==> config.mk <==
export PLATFORM = sky130hd
export DESIGN_NAME = acm_attr_bank
export DESIGN_NICKNAME = d
export VERILOG_FILES = /design/src/acm_pkg.sv /design/src/acm_attr_bank.sv /design/src/acm_attr_decode.sv
export SDC_FILE = /design/constraint.sdc
export NUM_CORES = 1
export LEC_CHECK = 0
export BUFFER_PORTS_ARGS = -buffer_cell sky130_fd_sc_hd__buf_2
export CORE_AREA = 2 2 177 179
export DETAILED_ROUTE_END_ITERATION = 7
export DIE_AREA = 0 0 179 181
export PLACE_DENSITY = 0.61
export SLEW_MARGIN = 20
export SYNTH_ARGS = -nofsm -noshare
export SYNTH_HDL_FRONTEND = slang
export SYNTH_SLANG_ARGS = --single-unit
==> constraint.sdc <==
create_clock -name sys_clk_in -period 2.7 [get_ports sys_clk_in]
set_input_delay 0.27 -clock sys_clk_in [delete_from_list [all_inputs] [get_ports sys_clk_in]]
set_output_delay 0.27 -clock sys_clk_in [all_outputs]
set_load 0.005 [all_outputs]
==> src/acm_pkg.sv <==
// Constants, types and helpers shared by the analog current attribute bank
package acm_pkg;

  // Attribute numbers of the per-channel banks
  localparam logic [7:0] ACM_ATTR_CHAN_COUNT = 8'h6f;  // Supported channel count
  localparam logic [7:0] ACM_ATTR_VALUE_BASE = 8'h70;  // Channel data words
  localparam logic [7:0] ACM_ATTR_DIAG_BASE = 8'h78;   // Channel diagnostic bytes
  localparam logic [7:0] ACM_ATTR_MODE_BASE = 8'h80;   // Channel mode bytes
  localparam logic [7:0] ACM_ATTR_FALLBACK_BASE = 8'h88;  // Output fault values

  // Bank geometry
  localparam int ACM_NUM_CH = 8;               // Channel positions per bank
  localparam logic [3:0] ACM_MAX_CH = 4'h8;    // Largest channel count

  // Mode byte fields
  localparam int ACM_MODE_RANGE_BIT = 0;       // 0: 0..20 mA, 1: 4..20 mA
  localparam int ACM_MODE_FMT_BIT = 1;         // 0: 15 bit + sign, 1: 12 bit left aligned
  localparam int ACM_MODE_DIAG_DIS_BIT = 2;    // 0: diagnostics on, 1: off
  localparam logic [7:0] ACM_IN_MODE_MASK = 8'h07;   // Writable input mode bits
  localparam logic [7:0] ACM_OUT_MODE_MASK = 8'h03;  // Writable output mode bits

  // Diagnostic byte fields
  localparam int ACM_DIAG_RANGE_BIT = 0;       // Measurement range error
  localparam int ACM_DIAG_OPEN_BIT = 1;        // Open circuit

  // Value formatting
  localparam logic [15:0] ACM_FMT12_MASK = 16'hfff0;  // Keeps the 12 upper bits

  // Reset values
  localparam logic [7:0] ACM_MODE_RESET = 8'h00;
  localparam logic [15:0] ACM_FALLBACK_RESET = 16'h0000;
  localparam logic [15:0] ACM_VALUE_RESET = 16'h0000;
  localparam logic [7:0] ACM_DIAG_RESET = 8'h00;

  // What an attribute number addresses
  typedef enum logic [2:0] {
    ACM_KIND_NONE,
    ACM_KIND_COUNT,
    ACM_KIND_VALUE,
    ACM_KIND_DIAG,
    ACM_KIND_MODE,
    ACM_KIND_FALLBACK
  } acm_kind_t;

  // A get or set service request
  typedef struct packed {
    logic set;          // 1: set service, 0: get service
    logic [7:0] attr;   // Attribute number
    logic [15:0] data;  // Set data, byte attributes use the low byte
  } acm_req_t;

  // The answer to one request
  typedef struct packed {
    logic ok;           // 1: served, 0: rejected
    logic [15:0] data;  // Get data, zero on a set or a rejection
  } acm_resp_t;

  // Presents a value in the format that the mode byte selects
  function automatic logic [15:0] acm_fmt(input logic [15:0] value, input logic fmt12);
    acm_fmt = fmt12 ? (value & ACM_FMT12_MASK) : value;
  endfunction

  // True when a channel position lies within the supported count
  function automatic logic acm_chan_ok(input logic [2:0] chan, input logic [3:0] count);
    acm_chan_ok = ({1'b0, chan} < count);
  endfunction

endpackage

==> src/acm_attr_bank.sv <==
// Per-channel attribute bank of an analog current input or output module
`timescale 1ns/1ps

module acm_attr_bank
  import acm_pkg::*;
#(
  parameter logic OUTPUT_CLASS = 1'b0,      // 1: output class, 0: input class
  parameter logic [3:0] CHANNELS = 4'h8     // Supported channels, 1 to 8
) (
  input wire logic sys_clk_in,              // System clock, 125 MHz
  input wire logic rst_n_in,                // Asynchronous reset, active low
  input wire logic req_valid_in,            // A get or set request this cycle
  input acm_req_t req_in,                   // The request
  output logic resp_valid_out,              // Answer strobe, one cycle
  output acm_resp_t resp_out,               // The answer
  input wire logic [7:0][15:0] meas_value_in,  // Converter readings, input class
  input wire logic [7:0] range_err_in,      // Reading out of range, input class
  input wire logic [7:0] open_circ_in,      // Loop broken, input class
  input wire logic out_data_valid_in,       // New process data, output class
  input wire logic [7:0][15:0] out_data_in,  // Process data words, output class
  input wire logic fault_in,                // Bus fault: drive the fault values
  output logic [7:0][15:0] drive_value_out,  // Words to the output converters
  output logic [7:0] range_sel_out          // Per channel 1: 4..20 mA range
);

  // Configuration: mode bytes and fault values
  logic [7:0][7:0] mode_reg;                // Mode byte per channel
  logic [7:0][7:0] mode_next;
  logic [7:0][15:0] fallback_reg;           // Fault value per channel
  logic [7:0][15:0] fallback_next;

  // Process state: presented values, diagnostics, drive words
  logic [7:0][15:0] value_reg;              // Attribute data words
  logic [7:0][15:0] value_next;
  logic [7:0][7:0] diag_reg;                // Attribute diagnostic bytes
  logic [7:0][7:0] diag_next;
  logic [7:0][15:0] drive_reg;              // Converter words
  logic [7:0][15:0] drive_next;
  logic [7:0] range_reg;                    // Range select per channel
  logic [7:0] range_next;

  // Answer path
  logic resp_valid_reg;
  logic resp_valid_next;
  acm_resp_t resp_reg;
  acm_resp_t resp_next;

  // Decoded request
  acm_kind_t dec_kind;                      // Addressed bank
  logic [2:0] dec_chan;                     // Addressed channel
  logic dec_supported;                      // Attribute exists
  logic dec_writable;                       // Attribute takes a set
  logic set_ok;                             // A set that will be stored

  // Writable bits of the mode byte for this class
  localparam logic [7:0] MODE_MASK = OUTPUT_CLASS ? ACM_OUT_MODE_MASK : ACM_IN_MODE_MASK;

  // Attribute decoder shared by the get and the set path
  acm_attr_decode u_decode (
    .attr_in(req_in.attr),
    .chan_count_in(CHANNELS),
    .is_output_in(OUTPUT_CLASS),
    .kind_out(dec_kind),
    .chan_out(dec_chan),
    .supported_out(dec_supported),
    .writable_out(dec_writable)
  );

  // Only a set on an existing writable attribute touches storage
  assign set_ok = req_valid_in && req_in.set && dec_writable;

  // Next configuration values
  always_comb begin
    mode_next = mode_reg;
    fallback_next = fallback_reg;
    if (set_ok && (dec_kind == ACM_KIND_MODE)) begin
      // Reserved bits are dropped so they always read back as zero
      mode_next[dec_chan] = req_in.data[7:0] & MODE_MASK;
    end
    if (set_ok && (dec_kind == ACM_KIND_FALLBACK)) begin
      fallback_next[dec_chan] = req_in.data;
    end
  end

  // Configuration registers
  always_ff @(posedge sys_clk_in or negedge rst_n_in) begin
    if (!rst_n_in) begin
      mode_reg <= {ACM_NUM_CH{ACM_MODE_RESET}};
      fallback_reg <= {ACM_NUM_CH{ACM_FALLBACK_RESET}};
    end else begin
      mode_reg <= mode_next;
      fallback_reg <= fallback_next;
    end
  end

  // Next process values; unsupported positions are held at zero
  always_comb begin
    value_next = value_reg;
    diag_next = {ACM_NUM_CH{ACM_DIAG_RESET}};
    drive_next = {ACM_NUM_CH{ACM_VALUE_RESET}};
    range_next = 8'h00;
    for (int i = 0; i < ACM_NUM_CH; i++) begin
      if (!acm_chan_ok(3'(i), CHANNELS)) begin
        // Channel does not exist on this instance
        value_next[i] = ACM_VALUE_RESET;
      end else if (!OUTPUT_CLASS) begin
        // Input class: readings refreshed every cycle
        value_next[i] = acm_fmt(meas_value_in[i], mode_reg[i][ACM_MODE_FMT_BIT]);
        range_next[i] = mode_reg[i][ACM_MODE_RANGE_BIT];
        if (!mode_reg[i][ACM_MODE_DIAG_DIS_BIT]) begin
          // Diagnostics enabled for this channel
          diag_next[i][ACM_DIAG_RANGE_BIT] = range_err_in[i];
          // A broken loop cannot be told from zero current in 0..20 mA
          diag_next[i][ACM_DIAG_OPEN_BIT] =
            open_circ_in[i] & mode_reg[i][ACM_MODE_RANGE_BIT];
        end
        // Bits 2..7 keep the zero default
      end else begin
        // Output class: process data held until new data arrives
        if (out_data_valid_in) begin
          value_next[i] = out_data_in[i];
        end
        range_next[i] = mode_reg[i][ACM_MODE_RANGE_BIT];
        // The fault value replaces process data while the bus has failed
        drive_next[i] = acm_fmt(fault_in ? fallback_reg[i] : value_reg[i],
                                mode_reg[i][ACM_MODE_FMT_BIT]);
        // Output diagnostic bytes keep the zero default
      end
    end
  end

  // Process registers
  always_ff @(posedge sys_clk_in or negedge rst_n_in) begin
    if (!rst_n_in) begin
      value_reg <= {ACM_NUM_CH{ACM_VALUE_RESET}};
      diag_reg <= {ACM_NUM_CH{ACM_DIAG_RESET}};
      drive_reg <= {ACM_NUM_CH{ACM_VALUE_RESET}};
      range_reg <= 8'h00;
    end else begin
      value_reg <= value_next;
      diag_reg <= diag_next;
      drive_reg <= drive_next;
      range_reg <= range_next;
    end
  end

  // Answer to each request, one cycle later; reads show state before a set
  always_comb begin
    resp_valid_next = req_valid_in;
    resp_next = '0;
    if (req_valid_in) begin
      if (req_in.set) begin
        // Read-only, missing and unsupported targets all refuse the set
        resp_next.ok = dec_writable;
      end else begin
        resp_next.ok = dec_supported;
        case (dec_kind)
          ACM_KIND_COUNT: resp_next.data = {12'h000, CHANNELS};
          ACM_KIND_VALUE: resp_next.data = value_reg[dec_chan];
          ACM_KIND_DIAG: resp_next.data = {8'h00, diag_reg[dec_chan]};
          ACM_KIND_MODE: resp_next.data = {8'h00, mode_reg[dec_chan]};
          ACM_KIND_FALLBACK: resp_next.data = fallback_reg[dec_chan];
          default: resp_next.data = 16'h0000;
        endcase
        if (!dec_supported) begin
          // No data leaks from a refused get
          resp_next.data = 16'h0000;
        end
      end
    end
  end

  // Answer registers
  always_ff @(posedge sys_clk_in or negedge rst_n_in) begin
    if (!rst_n_in) begin
      resp_valid_reg <= 1'b0;
      resp_reg <= '0;
    end else begin
      resp_valid_reg <= resp_valid_next;
      resp_reg <= resp_next;
    end
  end

  // Outputs straight from flip-flops
  assign resp_valid_out = resp_valid_reg;
  assign resp_out = resp_reg;
  assign drive_value_out = drive_reg;
  assign range_sel_out = range_reg;

  // Per channel checks
  for (genvar g = 0; g < ACM_NUM_CH; g++) begin : g_chk

  end
endmodule

==> src/acm_attr_decode.sv <==
// Attribute number decoder for the analog current attribute bank
`timescale 1ns/1ps

module acm_attr_decode
  import acm_pkg::*;
(
  input wire logic [7:0] attr_in,        // Requested attribute number
  input wire logic [3:0] chan_count_in,  // Supported channel count
  input wire logic is_output_in,         // 1: output class, 0: input class
  output acm_kind_t kind_out,            // Addressed attribute bank
  output logic [2:0] chan_out,           // Channel position within the bank
  output logic supported_out,            // Attribute exists on this instance
  output logic writable_out              // Attribute takes a set service
);

  // Bank base and channel offset
  always_comb begin
    kind_out = ACM_KIND_NONE;
    chan_out = attr_in[2:0];
    if (attr_in == ACM_ATTR_CHAN_COUNT) begin
      kind_out = ACM_KIND_COUNT;
    end else if ((attr_in & 8'hf8) == ACM_ATTR_VALUE_BASE) begin
      kind_out = ACM_KIND_VALUE;
    end else if ((attr_in & 8'hf8) == ACM_ATTR_DIAG_BASE) begin
      kind_out = ACM_KIND_DIAG;
    end else if ((attr_in & 8'hf8) == ACM_ATTR_MODE_BASE) begin
      kind_out = ACM_KIND_MODE;
    end else if (((attr_in & 8'hf8) == ACM_ATTR_FALLBACK_BASE) && is_output_in) begin
      // Fault values exist only on the output class
      kind_out = ACM_KIND_FALLBACK;
    end else begin
      kind_out = ACM_KIND_NONE;
    end
  end

  // Channel positions beyond the count do not exist at all
  always_comb begin
    case (kind_out)
      ACM_KIND_NONE: supported_out = 1'b0;
      ACM_KIND_COUNT: supported_out = 1'b1;
      default: supported_out = acm_chan_ok(chan_out, chan_count_in);
    endcase
    // Only mode and fault value banks are writable
    writable_out = supported_out &&
                   ((kind_out == ACM_KIND_MODE) || (kind_out == ACM_KIND_FALLBACK));
  end

endmodule

==> results.yml <==
detailed_routing:
  viasPerCell: 4.08
  antenna_left: 0
  drc: 0
  num_vias: 5321
  drtIter0Drc: 269
  dr.pass1.iters: 4
  wire_per_inst_um: 17.1
  routed_wl_um: 22300
die:
  die_h_um: 181
  rows: 64
  initial_core_util_pct: 26.6
  die_x_um: 179
  pin_count: 456
  core_um2: 30300
  die_area_um2: 32400
yosys:
  syn-mean-instance-area_um2: 13.4
  synth_top_cell_area_share_pct: 60.2
  synth_seq_cells: 194
  ys_types: 41
  synth_top_area_cell: "dfrtp_1"
  synth_area_um2: 8070
  async_reset_ff_share_pct: 100
  ys_seq_area_share_pct: 60.2
  synthTopCellsByArea: "dfrtp_1 (60%), buf_4 (12%), mux2_2 (5.9%), mux4_2 (5.3%), nor2b_1 (3.6%)"
  ys.flop_type: "dfrtp_1"
  yosysWarningCount: 0
  synthTopCellsByCount: "dfrtp_1 (194), buf_4 (129), nor2b_1 (46), mux2_2 (42), nand2_1 (28)"
  yosysMostFrequentCell: "dfrtp_1"
  syn_inst: 600
  synth_edf_count: 0
power_and_ir_drop:
  leakage_nw: 5.11
  p_per_area_nw_per_um2: 578
  irDropWorstVdd_uv: 434
sta:
  final.period_utilization_pct: 71.1
  fmax_ghz: 0.521
  hold_slack_ns: 0.0625
  final_hold_viol_count: 0
  tns_ns: 0
  slew_headroom_pct: 47.2
  min_period_ns: 1.92
  setup_slack_ns: 0.780
  rsz0062_at_grt: "no"
  finalMaxSlewViolations: 0
  setup_viol: 0
  tightest_slew_ns: 0.792
  clock_skew_ns: 0.0182
grt:
  grt_max_degree: 95
  grt_pass1_vias: 5484
  gr-total-overflow: 0
  antenna_found_initial: 2
  grt_pass1_wl_um: 33000
  track_usage_pct: 14.0
placement:
  port_buffers: 184
  dp_hpwl_um: 15900
  place_congestion: 0.796
  place_ws_ns: 0.428
clocking:
  postCtsSetupRepairBufs: 0
  cts_root_buffer: "clkbuf_16"
  clk_latency_ns: 0.44
  htree_levels: 4
  cts_tree: "built"
  clock-sinks: 194
  cts_made_buffers: 17
  clk_pin_slew_worst_paths_ns: 0.07
  cts.path.max_buffers: 2
job:
  maxCapViolations: 0
layout:
  nets: 1196
  drive_gt1_share_pct: 33.4
  synthToLayoutAreaGrowth_pct: 31.7
  largest_register_ffs: 128
setup_path:
  regToRegSetupSlack_ns: 1.08
  crit_required_ns: 3.01
  arrival_ns: 2.23
  worstPathMaxFanout: 4
  rr_worst_depth: 4
  crit_type: "in2reg"
  cp-startpoint: "req_valid_in"
  r2r-end: "resp_out[2]$_DFF_PN0_"
  start_kind: "input port"
  endpoint: "mode_reg[42]$_DFFE_PN0P_"
  cp-end-kind: "flop"
  rr_startpoint: "mode_reg[34]$_DFFE_PN0P_"
hold_path:
  min-delay-path-class: "in2reg"
run_status:
  status: "complete, no violations"
-- cell families (layout without fill, tap and decap cells) --
| kind of cell | Yosys count | in the layout | share of synthesized area, % |
|---|---|---|---|
| and+or+nand+nor | 124 | 124 | 9.06 |
| AOI/OAI and AO/OA | 59 | 59 | 5.29 |
| DFF | 194 | 194 | 60.2 |
| buffers and inverters | 153 | 333 | 13.3 |
| other | 1 | 130 | 0.0465 |
| muxes | 69 | 69 | 12.2 |
-- repair_timing --
action | CTS | global route
endpoints found under the hold margin | 188 | 0
resized for setup | 0 | 0
hold buffers | 98 | 0
-- area by class of cell --
| type | instances | area (µm²) |
|---|---|---|
| fill | 2907 | 19700 |
| sequential | 194 | 4850 |
| multi-input combinational | 380 | 2620 |
| timing repair buffer | 297 | 2070 |
| tap | 396 | 495 |
| clock buffer | 21 | 470 |
| clock inverter | 11 | 92.6 |
| inverter | 4 | 15.0 |
| antenna | 2 | 5.00 |
-- layout by cell type (no fill, tap or decap), drive strengths merged, types with 3 or more instances in the layout --
| cell type | synthesis | routed |
|---|---|---|
| nor2b | 46 | 46 |
| a21oi | 8 | 8 |
| o22ai | 15 | 15 |
| a211o | 4 | 4 |
| nor2 | 18 | 18 |
| conb | 1 | 128 |
| and3b | 3 | 3 |
| mux2 | 42 | 42 |
| mux4 | 19 | 19 |
| nor3 | 5 | 5 |
| o21ai | 3 | 3 |
| dfrtp | 194 | 194 |
| buf | 139 | 198 |
| o221ai | 9 | 9 |
| a22o | 4 | 4 |
| nand2 | 28 | 28 |
| nand3 | 5 | 5 |
| clkinvlp | 0 | 4 |
| or2 | 4 | 4 |
| nand2b | 4 | 4 |
| inv | 4 | 10 |
| dlygate4sd3 | 0 | 98 |
| clkbuf | 10 | 22 |
| mux2i | 8 | 8 |
| a2bb2oi | 4 | 4 |
| a211oi | 5 | 5 |
-- report_power, final --
group / switching (mW) / internal (mW) / total, mW
Combinational: 0.316 / 0.325 / 0.641
Clock: 1.16 / 1.28 / 2.44
Sequential: 0.0441 / 3.02 / 3.07
-- how the worst min path moves through the flow --
stage	start	endpoint	slack, ns	cells after the start
finish	open_circ_in[0]	diag_reg[1]$_DFF_PN0_	0.06	3
detailed placement	meas_value_in[41]	value_reg[41]$_DFF_PN0_	0.38	1
global route	meas_value_in[65]	value_reg[65]$_DFF_PN0_	0.04	2
CTS	meas_value_in[65]	value_reg[65]$_DFF_PN0_	0.05	2
global placement	meas_value_in[68]	value_reg[68]$_DFF_PN0_	0.38	1
floorplan	rst_n_in	diag_reg[0]$_DFF_PN0_	-0.03	0
-- metrics by stage --
stage	util, %	power (mW)	std cells	instance area (µm²)
global placement	29.9	3.64	1173	9080
detailed placement	29.9	3.65	1173	9080
CTS	35.0	6.21	1303	10600
global route	35.0	6.43	1303	10600
finish	35.0	6.15	1305	10600
floorplan	-	3.49	727	8540
-- metal layers --
metal / GRT usage [%] / wire length (µm)
met1: 18.2 / 9590
met2: 23.0 / 10700
met3: 3.98 / 1710
met4: 3.48 / 289
met5: 0 / 0
-- critical path, cell delays in order --
cell           delay, ns
dlygate4sd3_1       0.57
buf_2               0.15
nand2_1             0.16
or4_4               0.51
nor2_4              0.19
mux2_2              0.37
Note: power is estimated with default switching activity, not from simulation.
